<file path="src/pkg/eprs_pkg.sv">
// package: register map, field layout and types for the external pin request sense block
package eprs_pkg;
	localparam int NUM_PINS = 6;
	localparam int SENSE_W = 16;
	localparam int FLAGS_W = 8;
	localparam int ADDR_W = 4;
	// word offsets (byte address = 4 x index)
	localparam logic [ADDR_W-1:0] IDX_SENSE = 4'h0;
	localparam logic [ADDR_W-1:0] IDX_FLAGS = 4'h1;
	localparam logic [ADDR_W-1:0] IDX_ENABLES = 4'h2;
	localparam logic [ADDR_W-1:0] IDX_IRQ_STATUS = 4'h3;
	localparam logic [ADDR_W-1:0] IDX_IRQ_MASK = 4'h4;
	localparam logic [SENSE_W-1:0] SENSE_RESET = 16'h0000;
	localparam logic [SENSE_W-1:0] SENSE_USED_MASK = 16'h0FFF;
	localparam logic [FLAGS_W-1:0] FLAGS_RESET = 8'h00;
	localparam logic [FLAGS_W-1:0] FLAGS_USED_MASK = 8'h3F;
	localparam logic [NUM_PINS-1:0] PINS_ZERO = 6'h00;
	localparam logic [31:0] UNMAPPED_READ = 32'h00000000;
	// interrupt status bit layout
	localparam int IRQ_BIT_FLAG_SET = 0;
	localparam int IRQ_BIT_FORWARD = 1;
	localparam int IRQ_W = 2;
	localparam logic [IRQ_W-1:0] IRQ_RESET = 2'h0;

	typedef enum logic [1:0] {
		SENSE_LOW_LEVEL = 2'h0,
		SENSE_FALLING = 2'h1,
		SENSE_RISING = 2'h2,
		SENSE_BOTH = 2'h3
	} eprs_sense_t;

	typedef struct packed {
		logic [ADDR_W-1:0] address;
		logic read;
		logic write;
		logic [31:0] writedata;
		logic [3:0] byteenable;
	} eprs_bus_req_t;

	typedef struct packed {
		logic [NUM_PINS-1:0] handled;
		logic [NUM_PINS-1:0] xfer_start;
		logic xfer_clear_sel;
	} eprs_service_t;
endpackage : eprs_pkg

</file>
<file path="src/core/eprs_pin_sync.sv">
// module: two-flop synchroniser with edge evaluation of the stable sample
`timescale 1ns/10ps
module eprs_pin_sync #(
	parameter int WIDTH = 6
) (
	input wire logic clk,
	input wire logic rst,
	input wire logic [WIDTH-1:0] pin_in,
	output logic [WIDTH-1:0] level,
	output logic [WIDTH-1:0] fell,
	output logic [WIDTH-1:0] rose
);
	logic [WIDTH-1:0] meta_reg, meta_next;
	logic [WIDTH-1:0] sync_reg, sync_next;
	logic [WIDTH-1:0] prev_reg, prev_next;

	// idle pins are high, so reset to high to avoid a false falling edge
	always_comb begin
		meta_next = pin_in;
		sync_next = meta_reg;
		prev_next = sync_reg;
	end

	always_ff @(posedge clk) begin
		if (rst) begin
			meta_reg <= '1;
			sync_reg <= '1;
			prev_reg <= '1;
		end else begin
			meta_reg <= meta_next;
			sync_reg <= sync_next;
			prev_reg <= prev_next;
		end
	end

	// only the second stage and later are evaluated
	always_comb begin
		level = sync_reg;
		fell = prev_reg & ~sync_reg;
		rose = ~prev_reg & sync_reg;
	end
endmodule : eprs_pin_sync

</file>
<file path="src/core/eprs_top.sv">
// module: sense selection and pending flags for six external request pins, Avalon-MM slave
//
// Summary of operation
// - 16-bit read/write sense select register
// - two bits per pin, upper bit first
// - mode 00: request while pin low
// - mode 01: request on falling edge
// - mode 10: request on rising edge
// - mode 11: request on either edge
// - reserved bits reset and read zero
// - 8-bit flag register, six pending flags
// - selected condition sets the pending flag
// - level mode: handled while high clears flag
// - edge modes: exception handling clears flag
// - transfer start with clear-select 0 clears
// - forward request only when enable set
// - software write of zero clears flag
// - detection independent of pin direction
//
// The placing of the registers and register access over Avalon-MM were decided locally.
`timescale 1ns/10ps
module eprs_top #(
	parameter int NUM_PINS = eprs_pkg::NUM_PINS
) (
	input wire logic CLK_SYS,
	input wire logic SYS_RST,
	input wire logic [eprs_pkg::ADDR_W-1:0] AVS_ADDRESS,
	input wire logic AVS_READ,
	input wire logic AVS_WRITE,
	input wire logic [31:0] AVS_WRITEDATA,
	input wire logic [3:0] AVS_BYTEENABLE,
	output logic [31:0] AVS_READDATA,
	output logic AVS_WAITREQUEST,
	input wire logic [NUM_PINS-1:0] EXT_REQUEST_PIN,
	input wire logic [NUM_PINS-1:0] EXC_HANDLED,
	input wire logic [NUM_PINS-1:0] XFER_START,
	input wire logic TRANSFER_CLEAR_SELECT,
	output logic [NUM_PINS-1:0] PIN_REQUEST,
	output logic IRQ_OUT
);
	eprs_pkg::eprs_bus_req_t req;
	eprs_pkg::eprs_service_t svc;
	logic [NUM_PINS-1:0] pin_level, pin_fell, pin_rose;

	logic [eprs_pkg::SENSE_W-1:0] sense_reg, sense_next;
	logic [NUM_PINS-1:0] flags_reg, flags_next;
	logic [NUM_PINS-1:0] enables_reg, enables_next;
	logic [eprs_pkg::IRQ_W-1:0] irq_stat_reg, irq_stat_next;
	logic [eprs_pkg::IRQ_W-1:0] irq_mask_reg, irq_mask_next;
	logic [31:0] rdata_reg, rdata_next;
	logic ack_reg, ack_next;
	logic [NUM_PINS-1:0] req_out_reg, req_out_next;
	logic irq_reg, irq_next;
	logic [NUM_PINS-1:0] detect;
	logic [NUM_PINS-1:0] hw_clear;
	logic wr_sense, wr_flags, wr_enables, wr_stat, wr_mask;
	logic [31:0] wd;

	// detection compares synchronised samples only; pin direction is irrelevant here
	eprs_pin_sync #(
		.WIDTH(NUM_PINS)
	) u_sync (
		.clk(CLK_SYS),
		.rst(SYS_RST),
		.pin_in(EXT_REQUEST_PIN),
		.level(pin_level),
		.fell(pin_fell),
		.rose(pin_rose)
	);

	// byte-lane merge of write data into an existing register value
	function automatic logic [31:0] lane_merge(input logic [31:0] old_val, input logic [31:0] new_val,
		input logic [3:0] be);
		logic [31:0] res;
		res = old_val;
		for (int b = 0; b < 4; b++) begin
			if (be[b]) begin
				res[b*8 +: 8] = new_val[b*8 +: 8];
			end
		end
		return res;
	endfunction : lane_merge

	function automatic eprs_pkg::eprs_sense_t pin_mode(input logic [eprs_pkg::SENSE_W-1:0] s, input int p);
		return eprs_pkg::eprs_sense_t'(s[2*p +: 2]);
	endfunction : pin_mode

	always_comb begin
		req.address = AVS_ADDRESS;
		req.read = AVS_READ;
		req.write = AVS_WRITE;
		req.writedata = AVS_WRITEDATA;
		req.byteenable = AVS_BYTEENABLE;
		svc.handled = EXC_HANDLED;
		svc.xfer_start = XFER_START;
		svc.xfer_clear_sel = TRANSFER_CLEAR_SELECT;
	end

	// bus decode: one request is answered the cycle after it is seen;
	// a write commits on the answer edge, when the master samples waitrequest low
	always_comb begin
		wd = AVS_WRITEDATA & {{8{req.byteenable[3]}}, {8{req.byteenable[2]}},
			{8{req.byteenable[1]}}, {8{req.byteenable[0]}}};
		wr_sense = req.write && ack_reg && req.address == eprs_pkg::IDX_SENSE;
		wr_flags = req.write && ack_reg && req.address == eprs_pkg::IDX_FLAGS;
		wr_enables = req.write && ack_reg && req.address == eprs_pkg::IDX_ENABLES;
		wr_stat = req.write && ack_reg && req.address == eprs_pkg::IDX_IRQ_STATUS;
		wr_mask = req.write && ack_reg && req.address == eprs_pkg::IDX_IRQ_MASK;
	end

	// per-pin detection and hardware clearing
	always_comb begin
		for (int p = 0; p < NUM_PINS; p++) begin
			case (pin_mode(sense_reg, p))
				eprs_pkg::SENSE_LOW_LEVEL: begin
					detect[p] = ~pin_level[p];
					hw_clear[p] = svc.handled[p] & pin_level[p];
				end
				eprs_pkg::SENSE_FALLING: begin
					detect[p] = pin_fell[p];
					hw_clear[p] = svc.handled[p];
				end
				eprs_pkg::SENSE_RISING: begin
					detect[p] = pin_rose[p];
					hw_clear[p] = svc.handled[p];
				end
				eprs_pkg::SENSE_BOTH: begin
					detect[p] = pin_fell[p] | pin_rose[p];
					hw_clear[p] = svc.handled[p];
				end
				default: begin
					detect[p] = 1'b0;
					hw_clear[p] = 1'b0;
				end
			endcase
			if (svc.xfer_start[p] && !svc.xfer_clear_sel) begin
				hw_clear[p] = 1'b1;
			end
		end
	end

	// register file next state; a new detection wins over any clear in the same cycle
	always_comb begin
		logic [31:0] merged;
		merged = '0;
		sense_next = sense_reg;
		flags_next = flags_reg;
		enables_next = enables_reg;
		irq_stat_next = irq_stat_reg;
		irq_mask_next = irq_mask_reg;
		if (wr_sense) begin
			merged = lane_merge({16'h0000, sense_reg}, req.writedata, req.byteenable);
			sense_next = merged[eprs_pkg::SENSE_W-1:0] & eprs_pkg::SENSE_USED_MASK;
		end
		if (wr_enables) begin
			merged = lane_merge({26'h0000000, enables_reg}, req.writedata, req.byteenable);
			enables_next = merged[NUM_PINS-1:0];
		end
		if (wr_mask) begin
			merged = lane_merge({30'h00000000, irq_mask_reg}, req.writedata, req.byteenable);
			irq_mask_next = merged[eprs_pkg::IRQ_W-1:0];
		end
		// software may only clear flags: writing 0 clears, writing 1 keeps
		if (wr_flags && req.byteenable[0]) begin
			flags_next = flags_next & req.writedata[NUM_PINS-1:0];
		end
		flags_next = flags_next & ~hw_clear;
		flags_next = flags_next | detect;
		// event status, write one to clear, set wins
		if (wr_stat) begin
			irq_stat_next = irq_stat_next & ~wd[eprs_pkg::IRQ_W-1:0];
		end
		if (|detect) begin
			irq_stat_next[eprs_pkg::IRQ_BIT_FLAG_SET] = 1'b1;
		end
		if (|(flags_next & enables_next & ~req_out_reg)) begin
			irq_stat_next[eprs_pkg::IRQ_BIT_FORWARD] = 1'b1;
		end
	end

	// read path and outputs
	always_comb begin
		rdata_next = rdata_reg;
		ack_next = 1'b0;
		if ((req.read || req.write) && !ack_reg) begin
			ack_next = 1'b1;
			rdata_next = eprs_pkg::UNMAPPED_READ;
			if (req.read) begin
				case (req.address)
					eprs_pkg::IDX_SENSE: rdata_next = {16'h0000, sense_reg};
					eprs_pkg::IDX_FLAGS: rdata_next = {26'h0000000, flags_reg};
					eprs_pkg::IDX_ENABLES: rdata_next = {26'h0000000, enables_reg};
					eprs_pkg::IDX_IRQ_STATUS: rdata_next = {30'h00000000, irq_stat_reg};
					eprs_pkg::IDX_IRQ_MASK: rdata_next = {30'h00000000, irq_mask_reg};
					default: rdata_next = eprs_pkg::UNMAPPED_READ;
				endcase
			end
		end
		req_out_next = flags_next & enables_next;
		irq_next = |(irq_stat_next & irq_mask_next);
	end

	always_ff @(posedge CLK_SYS) begin
		if (SYS_RST) begin
			sense_reg <= eprs_pkg::SENSE_RESET;
			flags_reg <= eprs_pkg::FLAGS_RESET[NUM_PINS-1:0];
			enables_reg <= eprs_pkg::PINS_ZERO;
			irq_stat_reg <= eprs_pkg::IRQ_RESET;
			irq_mask_reg <= eprs_pkg::IRQ_RESET;
			rdata_reg <= eprs_pkg::UNMAPPED_READ;
			ack_reg <= 1'b0;
			req_out_reg <= eprs_pkg::PINS_ZERO;
			irq_reg <= 1'b0;
		end else begin
			sense_reg <= sense_next;
			flags_reg <= flags_next;
			enables_reg <= enables_next;
			irq_stat_reg <= irq_stat_next;
			irq_mask_reg <= irq_mask_next;
			rdata_reg <= rdata_next;
			ack_reg <= ack_next;
			req_out_reg <= req_out_next;
			irq_reg <= irq_next;
		end
	end

	always_comb begin
		AVS_READDATA = rdata_reg;
		AVS_WAITREQUEST = ~ack_reg;
		PIN_REQUEST = req_out_reg;
		IRQ_OUT = irq_reg;
	end
endmodule : eprs_top

</file>
<file path="config.mk">
export PLATFORM = sky130hd
export DESIGN_NAME = eprs_top
export DESIGN_NICKNAME = d
export VERILOG_FILES = /design/src/pkg/eprs_pkg.sv /design/src/core/eprs_pin_sync.sv /design/src/core/eprs_top.sv
export SDC_FILE = /design/constraint.sdc
export NUM_CORES = 1
export LEC_CHECK = 0
export BUFFER_PORTS_ARGS = -buffer_cell sky130_fd_sc_hd__clkbuf_2
export CORE_UTILIZATION = 48
export DETAILED_ROUTE_END_ITERATION = 16
export GPL_ROUTABILITY_DRIVEN = 0
export PLACE_DENSITY_LB_ADDON = 0.3
export SKIP_LAST_GASP = 1
export SYNTH_ARGS = -nofsm -noshare
export SYNTH_HDL_FRONTEND = slang
export SYNTH_SLANG_ARGS = --single-unit
</file>
<file path="constraint.sdc">
create_clock -name CLK_SYS -period 2.7 [get_ports CLK_SYS]
set_input_delay 0 -clock CLK_SYS [delete_from_list [all_inputs] [get_ports CLK_SYS]]
set_output_delay 0 -clock CLK_SYS [all_outputs]
set_load 0.03 [all_outputs]
</file>
==> results of run 1 <==
[worst paths after layout]
check,from,endpoint,cells after the start
setup / recovery,u_sync.level[4]$_SDFF_PP1_,irq_stat_reg[1]$_SDFF_PP0_,8
hold / removal,AVS_ADDRESS[3],irq_mask_reg[0]$_SDFF_PP0_,4
hold reg to reg,u_sync.meta_reg[0]$_SDFF_PP1_,u_sync.level[0]$_SDFF_PP1_,1
setup reg to reg,u_sync.level[4]$_SDFF_PP1_,irq_stat_reg[1]$_SDFF_PP0_,8
[timing repair]
action	CTS	global route
hold buffers	18	0
setup endpoints to repair	0	0
gates resized for setup	0	0
hold endpoints to repair	18	0
[cell usage after synthesis (10+ instances only)]
cell and instances:
dfxtp_1 66, inv_1 28, nand2_1 24, nor2_1 24
buf_4 20, nand3_1 15, clkbuf_1 14, a21oi_1 13
a22oi_1 13, ha_1 12, or2_2 12, and2_1 10
mux2i_1 10
[per-stage QoR]
step | utilization [%] | hold slack (ns) | total power [W] | cells | area, µm²
6_report | 61.7 | 0.112 | 0.00197 | 489 | 3740
5_1_grt | 61.7 | 0.125 | 0.00206 | 489 | 3740
4_1_cts | 61.7 | 0.0989 | 0.00198 | 489 | 3740
3_5_place_dp | 55.7 | 0.187 | 0.00120 | 455 | 3380
3_3_place_gp | 55.7 | 0.182 | 0.00120 | 455 | 3380
2_1_floorplan | - | 0.104 | 0.00116 | 351 | 3160
[power by group through the flow]
stage	registers [W]	logic [W]	clock network, W
2_1_floorplan	0.00102	0.000140	0
3_3_place_gp	0.00102	0.000178	0
3_5_place_dp	0.00102	0.000181	0
4_1_cts	0.00100	0.000201	0.000781
5_1_grt	0.00100	0.000224	0.000834
6_report	0.00100	0.000203	0.000770
[routing by layer]
layer	wire length (µm)	global-route usage, %
met3	340	4.62
met1	3210	29.9
met5	0	0
met2	3340	36.5
met4	147	11.4
[worst register-to-register path: stages, from the launching register on]
cell,delay (ns)
dfxtp_1,0.38
inv_1,0.09
ha_1,0.28
inv_1,0.03
mux4_2,0.48
a41o_1,0.27
a32o_1,0.29
nor4b_4,0.24
a21oi_1,0.11
[placed cells by master (no fill, tap or decap), types with 4 or more instances in the layout]
master	instances
mux4_2	6
a21oi_1	13
buf_4	5
nand2b_1	6
and3_1	5
and2_1	10
nor3_1	7
dfxtp_1	66
or2_2	12
nand2_1	24
nand3_1	15
inv_1	28
nor2_1	24
a22oi_1	13
o21ai_0	9
mux2i_1	10
conb_1	20
mux2_2	4
clkbuf_2	60
ha_1	12
o31ai_1	7
dlygate4sd3_1	18
clkbuf_8	12
[layout make-up]
type | count | area [µm²]
Tap cell | 75 | 93.8
Timing Repair Buffer | 83 | 518
Multi-Input combinational cell | 221 | 1520
Clock inverter | 2 | 10.0
Inverter | 28 | 105
Clock buffer | 14 | 173
Sequential cell | 66 | 1320
Fill cell | 521 | 2320
[cells by family (layout without fill, tap and decap cells)]
kind of cell,count (synthesis),count (layout),synth area share [%]
simple gates,119,119,20.8
flops,66,66,42.7
buf+inv,64,127,10.5
compound gates,48,48,10.3
mux,22,22,10.8
fa+ha+maj,12,12,4.85
other cells,1,20,0.121
==> impl_metrics.env, run 1 <==
export IMPL_status="finished clean"
export IMPL_cts_sinks=66
export IMPL_vias=2517
export IMPL_worst_pin_slew_ns=0.834
export IMPL_dp_final_hpwl_um=5170
export IMPL_slowest_stage="mux4_2"
export IMPL_die_w_um=82.3
export IMPL_wirelength_um=7040
export IMPL_cts_max_level=3
export IMPL_antennaDiodeCount=0
export IMPL_synth_top_area_share_pct=42.7
export IMPL_pwr_share_seq_pct=50.7
export IMPL_cts_inserted_buffers=9
export IMPL_finalSetupViolCount=0
export IMPL_cp_end_kind="register"
export IMPL_synth_cell_types=45
export IMPL_avgSynthCellArea_um2=9.32
export IMPL_grt_max_degree=46
export IMPL_drive_above_1_share_pct=26.6
export IMPL_die_area_um2=6770
export IMPL_clkTransAtPathRegs_ns=0.07
export IMPL_critPathKind="reg -> reg"
export IMPL_period_share_pct=85.4
export IMPL_p_clk_share_pct=39.0
export IMPL_place_ws_ns=0.425
export IMPL_rsz0062_at_grt="false"
export IMPL_post_cts_buffers=0
export IMPL_gr_usage_all_layers_pct=23.1
export IMPL_power_density_nw_per_um2=528
export IMPL_comb_power_share_pct=10.3
export IMPL_power_internal_w=0.00148
export IMPL_yosys_warnings=0
export IMPL_cp_max_fo=3
export IMPL_port_buffer_count=60
export IMPL_row_count=28
export IMPL_viasPerCell=5.15
export IMPL_crit_arrival_ns=2.50
export IMPL_clock_fmax_mhz=433
export IMPL_p_leak_nw=1.71
export IMPL_hold_viol_final=0
export IMPL_drtIter0Drc=92
export IMPL_drcViolationCount=0
export IMPL_synth_edf_count=0
export IMPL_maxCapViolations=0
export IMPL_ant_nets=0
export IMPL_pin_count=103
export IMPL_crit_chain="inv_1 > ha_1 > inv_1 > mux4_2 > a41o_1 > a32o_1 > nor4b_4 > a21oi_1"
export IMPL_tns_ns=0
export IMPL_finClkSkew_ns=0.00720
export IMPL_overflow=0
export IMPL_core_um2=6060
export IMPL_clock_path_buffers=2
export IMPL_syn2layout_area_growth_pct=20.9
export IMPL_clock_latency_ns=0.33
export IMPL_crit_path_frequent_cell="inv_1"
export IMPL_slew_viol_final=0
export IMPL_cts_tree="built"
export IMPL_layout_setup_ws_ns=0.393
export IMPL_ys_seq_elements=66
export IMPL_worst_path_buf_inv=2
export IMPL_switchingPower_w=0.000497
export IMPL_async_flop_share_pct=0
export IMPL_grt_pass1_vias=2407
export IMPL_clock_root_buffer="clkbuf_8"
export IMPL_synth_top_area_cell="dfxtp_1"
export IMPL_grt_pass1_wl_um=11400
export IMPL_max_stage_delay_ns=0.48
export IMPL_routedWlPerCell_um=14.4
export IMPL_fin_nets=484
export IMPL_synthTopCellsByArea="dfxtp_1 43%, buf_4 4.9%, ha_1 4.9%"
export IMPL_slew_headroom_pct=43.8
export IMPL_p_sw_share_pct=25.2
export IMPL_min_delay_path_class="in -> reg"
export IMPL_fin_crit_ns=2.31
export IMPL_syn_cell_area_um2=3090
export IMPL_startpoint_type="register"
export IMPL_required_ns=2.90
export IMPL_yosys_most_used_dff="dfxtp_1"
export IMPL_syn_inst=332
export IMPL_critPathTopFamily="compound AO/OA/AOI/OAI gates"
export IMPL_antenna_found_initial=0
export IMPL_dieHeight_um=82.3
export IMPL_drt_first_pass_iters=4
export IMPL_initial_core_util_pct=51.0
export IMPL_peakVddDrop_uv=433
export IMPL_r2r_setup_slack_ns=0.39
export IMPL_synth_seq_area_share_pct=42.7
Note: power is estimated with default switching activity, not from simulation.
==> run 2: changes to the inputs <==
--- a/config.mk
+++ b/config.mk
@@ -13,4 +13,5 @@
 export SKIP_LAST_GASP = 1
 export SYNTH_ARGS = -nofsm -noshare
 export SYNTH_HDL_FRONTEND = slang
+export SYNTH_HIERARCHICAL = 1
 export SYNTH_SLANG_ARGS = --single-unit
==> impl_metrics.env, run 2 <==
export IMPL_clkTransAtPathRegs_ns=0.07
export IMPL_rsz0062_at_grt="false"
export IMPL_layout_setup_ws_ns=0.539
export IMPL_hold_viol_final=0
export IMPL_status="finished clean"
export IMPL_syn_cell_area_um2=2880
export IMPL_cts_inserted_buffers=9
export IMPL_async_flop_share_pct=0
export IMPL_ys_seq_elements=66
export IMPL_p_leak_nw=1.52
export IMPL_die_w_um=79.4
export IMPL_peakVddDrop_uv=519
export IMPL_power_density_nw_per_um2=596
export IMPL_place_ws_ns=0.444
export IMPL_drive_above_1_share_pct=21.4
export IMPL_switchingPower_w=0.000520
export IMPL_cts_max_level=3
export IMPL_gr_usage_met1_pct=29.5
export IMPL_clock_fmax_mhz=463
export IMPL_cts_sinks=66
export IMPL_drt_first_pass_iters=4
export IMPL_p_sw_share_pct=24.4
export IMPL_ys_top_cells_by_count="66 x dfxtp_1, 31 x nor2_1, 27 x nor2b_1"
export IMPL_final_cell_mix="66 x dfxtp_1, 60 x clkbuf_2, 31 x nor2_1"
export IMPL_fin_util_pct=63.4
export IMPL_use_met3_pct=5.60
export IMPL_clock_root_buffer="clkbuf_8"
export IMPL_pwr_share_seq_pct=47.0
export IMPL_cp_max_fo=4
export IMPL_finClkSkew_ns=0.0104
export IMPL_drcViolationCount=0
export IMPL_comb_power_share_pct=9.1
export IMPL_viasPerCell=5.22
export IMPL_busiest_layer="met2"
export IMPL_cp_end_kind="register"
export IMPL_slew_headroom_pct=57.2
export IMPL_routedWlPerCell_um=14.1
export IMPL_dieHeight_um=79.4
export IMPL_tns_ns=0
export IMPL_avgSynthCellArea_um2=9.03
export IMPL_fin_crit_ns=2.16
export IMPL_finalSetupViolCount=0
export IMPL_row_count=27
export IMPL_die_area_um2=6310
export IMPL_synth_seq_area_share_pct=45.9
export IMPL_antennaDiodeCount=0
export IMPL_cts_tree="built"
export IMPL_layout_commonest_cell="dfxtp_1"
export IMPL_synth_top_area_cell="dfxtp_1"
export IMPL_initial_core_util_pct=51.0
export IMPL_fin_nets=464
export IMPL_antenna_found_initial=0
export IMPL_startpoint_type="register"
export IMPL_port_buffer_count=60
export IMPL_grt_pass1_vias=2166
export IMPL_gr_usage_met2_pct=34.9
export IMPL_gr_usage_all_layers_pct=22.6
export IMPL_synth_cell_types=43
export IMPL_synth_edf_count=0
export IMPL_core_um2=5640
export IMPL_slew_viol_final=0
export IMPL_yosys_most_used_dff="dfxtp_1"
export IMPL_post_cts_buffers=0
export IMPL_syn_inst=319
export IMPL_power_internal_w=0.00161
export IMPL_critPathKind="reg -> reg"
export IMPL_min_delay_path_class="in -> reg"
export IMPL_drtIter0Drc=168
export IMPL_clock_path_buffers=2
export IMPL_crit_arrival_ns=2.40
export IMPL_synth_top_area_share_pct=45.9
export IMPL_worst_pin_slew_ns=0.643
export IMPL_power_total_w=0.00213
export IMPL_grt_max_degree=35
export IMPL_cts_repair_resized=0
export IMPL_pin_count=103
export IMPL_maxCapViolations=0
export IMPL_yosys_warnings=6
export IMPL_wirelength_um=6760
export IMPL_synthTopCellsByArea="dfxtp_1 46%, nor2b_1 5.9%, buf_4 5.2%"
export IMPL_clock_latency_ns=0.36
export IMPL_vias=2493
export IMPL_dp_final_hpwl_um=4760
export IMPL_syn2layout_area_growth_pct=24.3
export IMPL_overflow=0
export IMPL_postCtsHoldBufs=18
export IMPL_required_ns=2.94
export IMPL_period_share_pct=80.0
export IMPL_p_clk_share_pct=43.9
export IMPL_ant_nets=0
export IMPL_yosysMostFrequentCell="dfxtp_1"
export IMPL_grt_pass1_wl_um=10600
==> run 2: changes by cell type in the layout (fill, tap and decap cells not counted), moves of 5 or more <==
cell / delta
a21oi_1: -5
nor2b_1: +26
o21ai_0: +5
mux4_2: -6
nor2_1: +7
or2_2: -11
inv_1: -15
nand2_1: -11
ha_1: -12
or2_1: +18
and2_1: -5
o31ai_1: -7
==> run 2: cell families (layout without fill, tap and decap cells) <==
group                  after synthesis  after routing  synth area share (%)
muxes                               18             18                  6.48
other                                1             20                 0.130
buffers and inverters               44            112                  8.91
AOI/OAI and AO/OA                   56             56                  13.4
DFF                                 66             66                  45.9
and+or+nand+nor                    134            134                  25.2
==> run 2: power by group through the flow <==
stage	Combinational, W	Sequential, W	Clock [W]
floorplan	0.000135	0.00102	0
finish	0.000194	0.00100	0.000936
CTS	0.000193	0.00100	0.000951
global placement	0.000170	0.00102	0
global route	0.000211	0.00100	0.000993
detailed placement	0.000171	0.00102	0
==> run 2: final timing paths <==
kind | start | end | depth (start not counted) | slack, ns
max reg2reg | ack_reg$_SDFF_PP0_ | IRQ_OUT$_SDFF_PP0_ | 6 | 0.54
max | ack_reg$_SDFF_PP0_ | IRQ_OUT$_SDFF_PP0_ | 6 | 0.54
min | EXC_HANDLED[3] | flags_reg[3]$_SDFF_PP0_ | 3 | 0.1
min reg2reg | u_sync/meta_reg[0]$_SDFF_PP1_ | u_sync/level[0]$_SDFF_PP1_ | 1 | 0.40
==> run 2: critical path, cell delays in order (launching register included) <==
cell and delay [ns]:
dfxtp_1 0.38, nand4bb_1 0.19, nor2_1 0.45, mux2_2 0.41, a32oi_1 0.24, nand4b_1 0.15, a22o_1 0.24
==> run 2: area by class of cell <==
class / instances / area (µm²)
clock buffers: 10 / 138
well taps: 72 / 90.1
clock inverters: 6 / 90.1
inverters: 13 / 48.8
fillers: 496 / 2060
multi-input cells: 228 / 1370
repair buffers: 83 / 518
flip-flops and latches: 66 / 1320
==> run 2: stage by stage <==
step	hold WS (ns)	instance area (µm²)	instances
after floorplan	0.0791	2950	338
after global placement	0.177	3170	444
after detailed placement	0.181	3170	444
after CTS	0.0905	3580	478
after global routing	0.126	3580	478
final	0.0959	3580	478
==> run 2: layer usage <==
layer / up-vias / routed length (µm)
met5: - / 0
met4: 0 / 145
met3: 17 / 466
met2: 109 / 3090
met1: 1126 / 3050
li1: 1241 / -
